### config.mk
export PLATFORM = sky130hd
export DESIGN_NAME = cbq_capture
export DESIGN_NICKNAME = d
export VERILOG_FILES = /design/src/include/cbq_pkg.sv /design/src/design/cbq_capture.sv
export SDC_FILE = /design/constraint.sdc
export NUM_CORES = 1
export LEC_CHECK = 0
export CAP_MARGIN = 20
export CORE_ASPECT_RATIO = 0.5
export CORE_UTILIZATION = 60
export CTS_CLUSTER_DIAMETER = 40
export DETAILED_ROUTE_END_ITERATION = 12
export DONT_BUFFER_PORTS = 1
export PLACE_DENSITY = 0.79
export SYNTH_ARGS = -nofsm -noshare
export SYNTH_HDL_FRONTEND = slang
export SYNTH_SLANG_ARGS = --single-unit
export TNS_END_PERCENT = 1
### constraint.sdc
create_clock -name clk_i -period 5 [get_ports clk_i]
set_input_delay 0.5 -clock clk_i [delete_from_list [all_inputs] [get_ports clk_i]]
set_output_delay 0.5 -clock clk_i [all_outputs]
set_load 0.01 [all_outputs]
### src/include/cbq_pkg.sv
package cbq_pkg;

  // ----------------------------------------------------------------------
  // register map (word aligned byte addresses)
  // ----------------------------------------------------------------------
  localparam logic [7:0] ADDR_CTRL    = 8'h00;
  localparam logic [7:0] ADDR_CONFIG  = 8'h04;
  localparam logic [7:0] ADDR_TRIGPOS = 8'h08;
  localparam logic [7:0] ADDR_STATUS  = 8'h0C;
  localparam logic [7:0] ADDR_WRPTR   = 8'h10;
  localparam logic [7:0] ADDR_TRIGPTR = 8'h14;
  localparam logic [7:0] ADDR_SEGIDX  = 8'h18;
  localparam logic [7:0] ADDR_INSPECT = 8'h1C;

  // ----------------------------------------------------------------------
  // field positions
  // ----------------------------------------------------------------------
  localparam int CTRL_ARM_BIT     = 0;
  localparam int CTRL_ABORT_BIT   = 1;
  localparam int CFG_SEG_EN_BIT   = 0;
  localparam int CFG_DISC_EN_BIT  = 1;
  localparam int CFG_QUAL_LSB     = 4;
  localparam int CFG_QUAL_W       = 3;
  localparam int CFG_SEGLOG_LSB   = 8;
  localparam int CFG_SEGLOG_W     = 4;
  localparam int TPOS_LSB         = 0;
  localparam int TPOS_W           = 2;

  localparam logic [31:0] CFG_RESET  = 32'h0000_0000;
  localparam logic [31:0] TPOS_RESET = 32'h0000_0000;

  // ----------------------------------------------------------------------
  // qualifier types: six choices, continuous is the reset value
  // ----------------------------------------------------------------------
  typedef enum logic [2:0] {
    QUAL_CONTINUOUS   = 3'h0,
    QUAL_INPUT_PORT   = 3'h1,
    QUAL_TRANSITIONAL = 3'h2,
    QUAL_CONDITIONAL  = 3'h3,
    QUAL_START_STOP   = 3'h4,
    QUAL_STATE_BASED  = 3'h5
  } cbq_qual_t;

  // trigger positions
  typedef enum logic [1:0] {
    TPOS_PRE    = 2'h0,
    TPOS_CENTER = 2'h1,
    TPOS_POST   = 2'h2
  } cbq_tpos_t;

  // acquisition states, one-hot
  typedef enum logic [3:0] {
    ST_IDLE = 4'h1,
    ST_PRE  = 4'h2,
    ST_POST = 4'h4,
    ST_DONE = 4'h8
  } cbq_state_t;

  // classic wishbone slave request and answer
  typedef struct packed {
    logic        cyc;
    logic        stb;
    logic        we;
    logic [3:0]  sel;
    logic [7:0]  adr;
    logic [31:0] dat;
  } cbq_wb_req_t;

  typedef struct packed {
    logic        ack;
    logic [31:0] dat;
  } cbq_wb_rsp_t;

endpackage

### src/design/cbq_capture.sv
// ------------------------------------------------------------------------
// Notes on behaviour
// ------------------------------------------------------------------------
//
// The register offsets and register access over Wishbone are this design's own decisions.
`timescale 1ns/1ps
`default_nettype none

module cbq_capture #(
  parameter int DATA_W    = 32,
  parameter int ADDR_W    = 12,
  parameter bit CORE_FLOW = 1'b0
) (
  // clock and reset
  input  wire logic                 clk_i,
  input  wire logic                 rst_i,
  // wishbone slave
  input  wire cbq_pkg::cbq_wb_req_t wb_req_i,
  output var  cbq_pkg::cbq_wb_rsp_t wb_rsp_o,
  // observed design, same clock
  input  wire logic [DATA_W-1:0]    sample_i,
  input  wire logic                 trigger_i,
  input  wire logic                 qual_i,
  // capture memory write port
  output logic                      mem_we_o,
  output logic [ADDR_W-1:0]         mem_addr_o,
  output logic [DATA_W:0]           mem_data_o,
  // status
  output logic                      busy_o,
  output logic                      done_o,
  output logic                      seg_trig_o
);

  // ----------------------------------------------------------------------
  // register bank
  // ----------------------------------------------------------------------
  localparam logic [ADDR_W:0] DEPTH = (ADDR_W+1)'(1) << ADDR_W;
  // shares of a segment kept after the trigger, as right shifts
  localparam int          SHARE_EIGHTH_SH = 3;
  localparam int          SHARE_HALF_SH   = 1;
  localparam logic [27:0] STATUS_PAD      = 28'h0000000;


  logic [31:0]          cfg;
  logic [31:0]          tpos_reg;
  logic [DATA_W-1:0]    inspect_mask;
  cbq_pkg::cbq_state_t  state;
  logic [ADDR_W-1:0]    wr_off;
  logic [ADDR_W-1:0]    trig_addr;
  logic [ADDR_W:0]      fill_cnt;
  logic [ADDR_W:0]      post_cnt;
  logic [ADDR_W-1:0]    seg_base;
  logic [ADDR_W-1:0]    seg_idx;
  logic [DATA_W-1:0]    prev_sample;
  logic                 paused;
  logic                 wb_hit;
  logic                 arm_req;
  logic                 abort_req;

  wire logic                seg_en  = cfg[cbq_pkg::CFG_SEG_EN_BIT];
  wire logic                disc_en = cfg[cbq_pkg::CFG_DISC_EN_BIT];
  wire logic [2:0]          qual_sel = cfg[cbq_pkg::CFG_QUAL_LSB +:
                                           cbq_pkg::CFG_QUAL_W];
  wire logic [3:0]          seg_log = cfg[cbq_pkg::CFG_SEGLOG_LSB +:
                                          cbq_pkg::CFG_SEGLOG_W];
  wire logic [1:0]          tpos = tpos_reg[cbq_pkg::TPOS_LSB +:
                                            cbq_pkg::TPOS_W];

  assign wb_hit = wb_req_i.cyc && wb_req_i.stb && !wb_rsp_o.ack;

  // read data is picked here and registered together with ack
  logic [31:0] next_rd_dat;
  always_comb begin
    next_rd_dat = '0;
    case (wb_req_i.adr)
      cbq_pkg::ADDR_CONFIG:  next_rd_dat = cfg;
      cbq_pkg::ADDR_TRIGPOS: next_rd_dat = tpos_reg;
      cbq_pkg::ADDR_STATUS:  next_rd_dat = {STATUS_PAD, state};
      cbq_pkg::ADDR_WRPTR:   next_rd_dat = 32'(wr_off);
      cbq_pkg::ADDR_TRIGPTR: next_rd_dat = 32'(trig_addr);
      cbq_pkg::ADDR_SEGIDX:  next_rd_dat = 32'(seg_idx);
      cbq_pkg::ADDR_INSPECT: next_rd_dat = 32'(inspect_mask);
      default:               next_rd_dat = '0;
    endcase
  end

  // single wait-state answer: ack one cycle after request
  always_ff @(posedge clk_i) begin
    if (rst_i) begin
      wb_rsp_o <= '0;
    end else begin
      wb_rsp_o.ack <= wb_hit;
      wb_rsp_o.dat <= '0;
      if (wb_hit && !wb_req_i.we) begin
        wb_rsp_o.dat <= next_rd_dat;
      end
    end
  end

  // configuration writes, ignored while an acquisition runs
  // busy_o lags the arm by one cycle; the idle bus cycle covers it
  always_ff @(posedge clk_i) begin
    if (rst_i) begin
      cfg          <= cbq_pkg::CFG_RESET;
      tpos_reg     <= cbq_pkg::TPOS_RESET;
      inspect_mask <= '0;
    end else if (wb_hit && wb_req_i.we && !busy_o) begin
      case (wb_req_i.adr)
        cbq_pkg::ADDR_CONFIG: begin
          cfg <= wb_req_i.dat;
          if (CORE_FLOW && wb_req_i.dat[cbq_pkg::CFG_QUAL_LSB +:
              cbq_pkg::CFG_QUAL_W] != 3'(cbq_pkg::QUAL_CONTINUOUS)) begin
            cfg[cbq_pkg::CFG_QUAL_LSB +: cbq_pkg::CFG_QUAL_W] <=
              3'(cbq_pkg::QUAL_INPUT_PORT);
          end
        end
        cbq_pkg::ADDR_TRIGPOS: tpos_reg <= wb_req_i.dat;
        cbq_pkg::ADDR_INSPECT: inspect_mask <= wb_req_i.dat[DATA_W-1:0];
        default: ;
      endcase
    end
  end

  assign arm_req = wb_hit && wb_req_i.we &&
                   wb_req_i.adr == cbq_pkg::ADDR_CTRL &&
                   wb_req_i.dat[cbq_pkg::CTRL_ARM_BIT];
  assign abort_req = wb_hit && wb_req_i.we &&
                     wb_req_i.adr == cbq_pkg::ADDR_CTRL &&
                     wb_req_i.dat[cbq_pkg::CTRL_ABORT_BIT];

  // ----------------------------------------------------------------------
  // geometry
  // ----------------------------------------------------------------------
  logic [ADDR_W:0]   seg_len;
  logic [ADDR_W:0]   seg_cnt;
  logic [ADDR_W:0]   post_len;
  logic [ADDR_W-1:0] seg_mask;
  logic [3:0]        seg_log_eff;

  // segment count limit
  // a count above the depth would leave zero-length segments, so it is
  // held to one word per segment instead
  always_comb begin
    if (32'(seg_log) > ADDR_W) begin
      seg_log_eff = 4'(ADDR_W);
    end else begin
      seg_log_eff = seg_log;
    end
  end

  always_comb begin
    if (seg_en) begin
      seg_len = DEPTH >> seg_log_eff;
      seg_cnt = (ADDR_W+1)'(1) << seg_log_eff;
    end else begin
      seg_len = DEPTH;
      seg_cnt = (ADDR_W+1)'(1);
    end
    seg_mask = ADDR_W'(seg_len - (ADDR_W+1)'(1));
    case (tpos)
      2'(cbq_pkg::TPOS_PRE):
        post_len = seg_len - (seg_len >> SHARE_EIGHTH_SH);
      2'(cbq_pkg::TPOS_CENTER): post_len = seg_len >> SHARE_HALF_SH;
      2'(cbq_pkg::TPOS_POST):   post_len = seg_len >> SHARE_EIGHTH_SH;
      default:                  post_len = seg_len >> SHARE_HALF_SH;
    endcase
  end

  // ----------------------------------------------------------------------
  // storage qualifier
  // ----------------------------------------------------------------------
  logic store;
  always_comb begin
    case (qual_sel)
      3'(cbq_pkg::QUAL_INPUT_PORT):
        store = qual_i;
      3'(cbq_pkg::QUAL_TRANSITIONAL):
        store = |((sample_i ^ prev_sample) & inspect_mask);
      default:
        store = 1'b1;
    endcase
    if (seg_en) begin
      store = 1'b1;
    end
  end

  // ----------------------------------------------------------------------
  // acquisition state machine
  // ----------------------------------------------------------------------
  logic acq;
  logic last_seg;
  assign acq      = (state == cbq_pkg::ST_PRE) || (state == cbq_pkg::ST_POST);
  assign last_seg = (ADDR_W+1)'(seg_idx) == seg_cnt - (ADDR_W+1)'(1);

  always_ff @(posedge clk_i) begin
    if (rst_i) begin
      state      <= cbq_pkg::ST_IDLE;
      wr_off     <= '0;
      fill_cnt   <= '0;
      post_cnt   <= '0;
      trig_addr  <= '0;
      seg_base   <= '0;
      seg_idx    <= '0;
      seg_trig_o <= 1'b0;
    end else begin
      seg_trig_o <= 1'b0;
      case (state)
        cbq_pkg::ST_IDLE, cbq_pkg::ST_DONE: begin
          if (arm_req) begin
            state    <= cbq_pkg::ST_PRE;
            wr_off   <= '0;
            fill_cnt <= '0;
            seg_base <= '0;
            seg_idx  <= '0;
          end
        end
        cbq_pkg::ST_PRE: begin
          if (store) begin
            wr_off <= (wr_off + ADDR_W'(1)) & seg_mask;
            // fill count saturates at the segment length
            if (fill_cnt != seg_len) begin
              fill_cnt <= fill_cnt + (ADDR_W+1)'(1);
            end
          end
          // trigger seen even when not stored
          if (trigger_i) begin
            state      <= cbq_pkg::ST_POST;
            trig_addr  <= seg_base | wr_off;
            seg_trig_o <= 1'b1;
            post_cnt   <= post_len;
          end
        end
        cbq_pkg::ST_POST: begin
          if (store && post_cnt != '0) begin
            wr_off   <= (wr_off + ADDR_W'(1)) & seg_mask;
            post_cnt <= post_cnt - (ADDR_W+1)'(1);
          end
          if (post_cnt == '0 || (store && post_cnt == (ADDR_W+1)'(1))) begin
            if (seg_en && !last_seg) begin
              state    <= cbq_pkg::ST_PRE;
              seg_idx  <= seg_idx + ADDR_W'(1);
              seg_base <= seg_base + ADDR_W'(seg_len);
              wr_off   <= '0;
              fill_cnt <= '0;
            end else begin
              state <= cbq_pkg::ST_DONE;
            end
          end
        end
        default: state <= cbq_pkg::ST_IDLE;
      endcase
      if (abort_req) begin
        state <= cbq_pkg::ST_IDLE;
      end
    end
  end

  // ----------------------------------------------------------------------
  // memory write port and discontinuity mark
  // ----------------------------------------------------------------------
  logic writing;
  assign writing = store && (state == cbq_pkg::ST_PRE ||
                   (state == cbq_pkg::ST_POST && post_cnt != '0));

  always_ff @(posedge clk_i) begin
    if (rst_i) begin
      prev_sample <= '0;
      paused      <= 1'b0;
    end else begin
      prev_sample <= sample_i;
      // a gap before arming must not mark the first stored sample
      if (!acq) begin
        paused <= 1'b0;
      end else begin
        paused <= !writing;
      end
    end
  end

  always_ff @(posedge clk_i) begin
    if (rst_i) begin
      mem_we_o   <= 1'b0;
      mem_addr_o <= '0;
      mem_data_o <= '0;
    end else begin
      // write at segment base plus offset
      mem_we_o   <= writing;
      mem_addr_o <= seg_base | wr_off;
      mem_data_o <= {disc_en && paused, sample_i};
    end
  end

  always_ff @(posedge clk_i) begin
    if (rst_i) begin
      busy_o <= 1'b0;
      done_o <= 1'b0;
    end else begin
      busy_o <= acq;
      done_o <= (state == cbq_pkg::ST_DONE);
    end
  end

endmodule // cbq_capture

`default_nettype wire

Word-level counts from Yosys, hierarchy flattened
Cells that the tools add are included.
W data, S select, Z words.
{ "op_classes": {"n_addsub": 7, "n_lt_le_gt_ge": 1, "n_eq_ne": 22, "n_shift": 2, "muxes": 28, "bitwise": 7, "n_reduce_logical": 43} }
{ "op_table": {"columns": ["op", "count"], "rows": [
  ["$pmux W32 S7", 1],
  ["$mux W12", 9],
  ["$mux W13", 4],
  ["$pmux W13 S2", 2],
  ["$pmux W12 S2", 2],
  ["$pmux W12 S3", 1],
  ["$and A32 B32 Y32", 1],
  ["$eq A8 B5 Y1 const B", 4],
  ["$reduce_or A32 Y1", 1],
  ["$xor A32 B32 Y32", 1],
  ["$sub A13 B1 Y13 const B", 2],
  ["$add A12 B1 Y12 const B", 2],
  ["$mux W4", 5],
  ["$eq A8 B4 Y1 const B", 2],
  ["$logic_and A1 B1 Y1", 14],
  ["$eq A12 B13 Y1", 1],
  ["$eq A13 B1 Y1 const B", 1],
  ["$logic_not A13 Y1", 1],
  ["$reduce_bool A13 Y1", 1],
  ["$shl A1 B4 Y13 const A", 1],
  ["$shr A13 B4 Y13 const A", 1],
  ["$sub A13 B10 Y13", 1],
  ["$add A12 B12 Y12", 1],
  ["$and A12 B12 Y12", 1],
  ["26 further kinds", 50]
]} }
{ "word_totals": {"ff_bits": 276, "input_bits": 83, "out_inout_bits": 82, "word_cells": 129} }

Longest topological paths before layout
{ "logic_depth": {"ltp_word": 11, "depth_mapped": 18, "mapped_depth_nobuf": 13} }

Least setup slack after synthesis
OpenSTA, ideal clock, no wires.
{ "synth_path": {"path_type": "register to register", "startpoint": "register cfg[11]", "endpoint": "register seg_idx[6]", "t_arrival_ns": 3.500, "required_time_ns": 4.879, "setup_slack_ns": 1.379, "stages_incl_launch_ff": 18, "path_buffers": 5, "synth_period_minus_slack_ns": 3.621, "cell_sequence": "dfxtp_1 buf_2 buf_2 clkbuf_1 nand3b_1 nor3_1 inv_1 ha_1 clkbuf_1 nor2b_1 nor4b_1 a221oi_2 o21ai_1 a41oi_2 a21oi_2 buf_6 nor4_1 mux2_2"} }
{ "synth_between": {"elab_chain_cells": 10} }
{ "synth_rtl": {"columns": ["item", "line_no", "rtl"], "rows": [
  ["start: declaration", "cbq_capture.sv:44", "logic [31:0] cfg;"],
  ["start signal: assignment", "cbq_capture.sv:104", "cfg <= cbq_pkg::CFG_RESET;"],
  ["start signal: assignment", "cbq_capture.sv:110", "cfg <= wb_req_i.dat;"],
  ["start signal: indexed assignment", "cbq_capture.sv:113", "cfg[cbq_pkg::CFG_QUAL_LSB +: cbq_pkg::CFG_QUAL_W] <="],
  ["$gt A4 B4 Y1", "cbq_capture.sv:144", "if (32'(seg_log) > ADDR_W) begin"],
  ["$mux W4 (*)", "cbq_capture.sv:144", null],
  ["$shl A1 B4 Y13 (*)", "cbq_capture.sv:154", "seg_cnt = (ADDR_W+1)'(1) << seg_log_eff;"],
  ["$mux W13 (*)", "cbq_capture.sv:152", "if (seg_en) begin"],
  ["$sub A13 B1 Y13 (*)", "cbq_capture.sv:193", "assign last_seg = (ADDR_W+1)'(seg_idx) == seg_cnt - (ADDR_W+1)'(1);"],
  ["$eq A12 B13 Y1 (*)", "cbq_capture.sv:193", null],
  ["$logic_not A1 Y1 (*)", "cbq_capture.sv:239", "if (seg_en && !last_seg) begin"],
  ["$logic_and A1 B1 Y1 (*)", "cbq_capture.sv:239", null],
  ["$ne A2 B2 Y1 (no line) (*)", null, null],
  ["$reduce_and A4 Y1 (no line) (*)", null, null],
  ["end signal: assignment", "cbq_capture.sv:241", "seg_idx <= seg_idx + ADDR_W'(1);"],
  ["end: declaration", "cbq_capture.sv:53", "logic [ADDR_W-1:0] seg_idx;"]
]} }
Mark *: on every way between the ends. The rest lies on a longest branch, timed or not.
A chain may end at the register's enable or synchronous reset.

Worst setup path after layout
{ "layout_path": {"startpoint": "register cfg[9]", "endpoint": "register wr_off[10]"} }
{ "layout_between": {"elab_chain_cells": 11} }
{ "layout_rtl": {"columns": ["item", "line_no", "rtl"], "rows": [
  ["$gt A4 B4 Y1", "cbq_capture.sv:144", null],
  ["$mux W4 (*)", "cbq_capture.sv:144", null],
  ["parallel branches: the longest is 8 deep, another holds $sub A12 B1 Y12", null, null],
  ["$pmux W12 S3 (*)", "cbq_capture.sv:207", "case (state)"],
  ["end signal: assignment", "cbq_capture.sv:219", "wr_off <= (wr_off + ADDR_W'(1)) & seg_mask;"],
  ["end signal: assignment", "cbq_capture.sv:235", "wr_off <= (wr_off + ADDR_W'(1)) & seg_mask;"],
  ["end: declaration", "cbq_capture.sv:48", "logic [ADDR_W-1:0] wr_off;"]
]} }
Every way passes the cells marked *. The select of a mux whose other input is x is not followed.

==> results by group <==
Outcome
  – Status: complete, no violations

Power
  – Peak supply drop: 0.0002180 V
  – P_leak: 4.527 nW
  – PwrDens: 320.8 mW/mm2

Die
  – Core area: 0.01973 mm2
  – Initial Util: just over 60%
  – Die W: 203.9 um
  – Total I/O pin count: roughly 170
  – Die Y: ~100 um
  – Core Rows: 36
  – Die Area: 0.02099 mm2

Finish
  – Fraction of layout cells with a size suffix above 1: 7.562%
  – Fin cells: 1,748
  – Max reg flops: 33
  – Final Cell Area: between 0.01 and 0.015 mm2
  – Largest reg by FF count: wb_rsp_o
  – Area growth syn-to-layout: 6.917%
  – Final net count: 1,576

Synthesis
  – Seq/Total Area, Yosys: 39.95%
  – Count leader, synth: nand2_1
  – Synth Warn #: 0
  – Top cells by area, synth: dfxtp_1, nand2_1, a21oi_1, nor2_1, xor2_1
  – Most used flip-flop cell after synthesis: dfxtp_1
  – Register bit total from synthesis: about 240
  – Post-synth ARST share: 0%
  – EDFF count, synth: 0
  – Mapped Area: roughly 0.012 mm2
  – Cell taking the most area after synthesis: dfxtp_1
  – Avg Inst Size Synth: 8.024 um2
  – Synthesized instance count: around 1,500
  – Top cells by count, synth: nand2_1, dfxtp_1, a21oi_1, nor2_1, clkbuf_1
  – Yosys top cell area share: roughly 40%
  – Synth cell types: 85
  – Syn nets: 1,636

CTS
  – Root Buffer: clkbuf_16
  – CTS resizes: 0
  – Post-CTS Setup Bufs: 0
  – Hold buffers post-CTS: 0
  – H-tree depth: 1
  – CTS Buffer Depth: 3
  – Sinks on the clock net: around 240
  – Skew-Pair Late Insertion Delay: 0.54 ns
  – Clock Pin Slew Worst Setup and Hold Paths: 0.07 ns
  – CTS tree: yes
  – Total CTS buffers: 23

Detailed routing
  – Post-route ant nets: 0
  – Drt drc: 0
  – DR vias/cell: 6.489
  – Drt initial violations: 1,155
  – Via count: 11,340
  – Mean routed wirelength per cell: 20.77 um
  – Routed Wire Length: about 36,000 um
  – DRT Pass-1 Iters: 10

STA
  – Fmax: 0.2317 GHz
  – Finish-stage setup viols: 0
  – Slew Limit Fails: 0
  – Max-slew headroom: 28.71%
  – Period utilization: 86.31%
  – Final Hold Vio Count: 0
  – RSZ-0062 raised after global routing: false
  – Setup_tns: 0 ns
  – Fin crit period: ~4.3 ns
  – Worst-Margin Slew: 1.064 ns
  – Clock skew: between 0.01 and 0.015 ns

Setup path
  – Reg-to-reg critical path startpoint: cfg[9]$_SDFFE_PP0P_
  – Worst reg2reg path depth: 11
  – Reg2reg end: wr_off[10]$_SDFFE_PP0P_
  – Crit Path Class: register to register
  – Setup crit end kind: register
  – CP Max Fanout: 16
  – Worst reg-to-reg setup slack: about 0.68 ns
  – Crit path arrival time: 4.67 ns
  – Req. time, crit path: roughly 5.4 ns
  – Worst Setup Start Kind: register

Global route
  – Largest net degree at the start of global routing: 194
  – Vias in the first global route: 10,440
  – Initial antenna violation count: 0
  – First-pass GRT wire length: 56,590 um
  – Total track usage: roughly 34%
  – Global route overflow: 0

Placement
  – Placed Instances: ~1,700
  – IO buf count: 0
  – Gpl congestion: 0.9485
  – Hpwl dp: 25,300 um
  – Placed inst area: 0.01230 mm2

Worst hold path
  – Hold path cells: 1
  – Critical hold path startpoint: rst_i
  – Worst Hold End: seg_trig_o$_SDFF_PP0_
  – HP Class: primary input to register

Run
  – Max-cap violation count: 0
-- per-stage QoR --
stage          total power [W]  setup WS [ns]  hold slack, ns  util (%)
2_1_floorplan         0.002390          1.379          0.4024         -
3_3_place_gp          0.002433         0.9481          0.4265     62.34
3_5_place_dp          0.002445         0.8573          0.4213     62.34
4_1_cts               0.004192         0.8113         0.03137     66.23
5_1_grt               0.004311         0.4760         0.02996     66.25
6_report              0.004194         0.6843         0.03740     66.27
-- how the worst max path moves through the flow --
stage	slack [ns]	endpoint	from
6_report	0.68	wr_off[10]$_SDFFE_PP0P_	cfg[9]$_SDFFE_PP0P_
3_5_place_dp	0.86	wr_off[10]$_SDFFE_PP0P_	cfg[9]$_SDFFE_PP0P_
3_3_place_gp	0.95	wr_off[10]$_SDFFE_PP0P_	cfg[9]$_SDFFE_PP0P_
2_1_floorplan	1.38	seg_idx[6]$_SDFFE_PP0P_	cfg[11]$_SDFFE_PP0P_
4_1_cts	0.81	wr_off[10]$_SDFFE_PP0P_	cfg[9]$_SDFFE_PP0P_
5_1_grt	0.48	wr_off[10]$_SDFFE_PP0P_	cfg[9]$_SDFFE_PP0P_
-- power by group --
group | total (W) | leakage, nW | internal, W | switching (W)
registers | 0.00203 | 1.97 | 0.00197 | 0.0000524
clock network | 0.00178 | 0.382 | 0.000976 | 0.000805
logic | 0.000385 | 2.17 | 0.000122 | 0.000263
total | 0.00419 | 4.53 | 0.00307 | 0.00112
-- per-layer routing --
layer	global-route usage (%)	wire, um	vias up	part of all wire (%)
met2	56.72	16930	611	47
met4	8.444	680	0	1.9
met3	5.910	3643	54	10
met5	0	0	-	0
li1	-	-	5267	-
met1	45.37	15050	5410	41
-- cells in the final DEF (no fill, tap or decap), types with 9 or more instances in the layout --
cell type / n
clkbuf_16: 23
nor4_1: 10
nor2_1: 107
nand3_1: 36
mux2i_1: 9
inv_1: 38
a222oi_1: 10
ha_1: 27
a22oi_1: 43
nand2b_1: 14
nor2b_1: 38
xor2_1: 44
or3_1: 16
o21ai_1: 10
dfxtp_1: 244
nor3_1: 23
mux2_2: 13
a211oi_1: 23
and2_1: 11
xnor2_1: 20
and3_1: 16
nand4_1: 20
o21ai_0: 38
o211ai_1: 9
nand2_1: 270
a21oi_1: 183
buf_4: 24
-- critical path, cell delays in order (launching register included) --
cell	delay, ns
dfxtp_1	0.75
nor3_1	0.19
inv_1	0.24
ha_1	0.44
nor2b_1	0.22
nor4b_1	0.08
a221oi_2	0.28
o21ai_1	0.11
a41oi_2	0.39
a21oi_2	0.27
a2bb2oi_1	0.87
o221ai_1	0.27
-- cell families after synthesis --
group | synth area share, %
AND/OR/NAND/NOR | 23.59
AO/OA/AOI/OAI | 21.57
flip-flops | 39.95
buffers and inverters | 5.106
XOR/XNOR | 4.584
adder cells (fa/ha/maj) | 3.090
multiplexers | 2.118
-- cell type report --
cell class              instances  area, um2
inverters                      38      142.6
repair buffers                 25      185.2
clock buffers                  29      638.1
well taps                     266      332.8
clock inverters                13      130.1
fillers                      1667       6655
multi-input cells            1132       6758
flip-flops and latches        244       4885
diodes                          1      2.502
No activity file was read; power rests on OpenSTA's default activity.
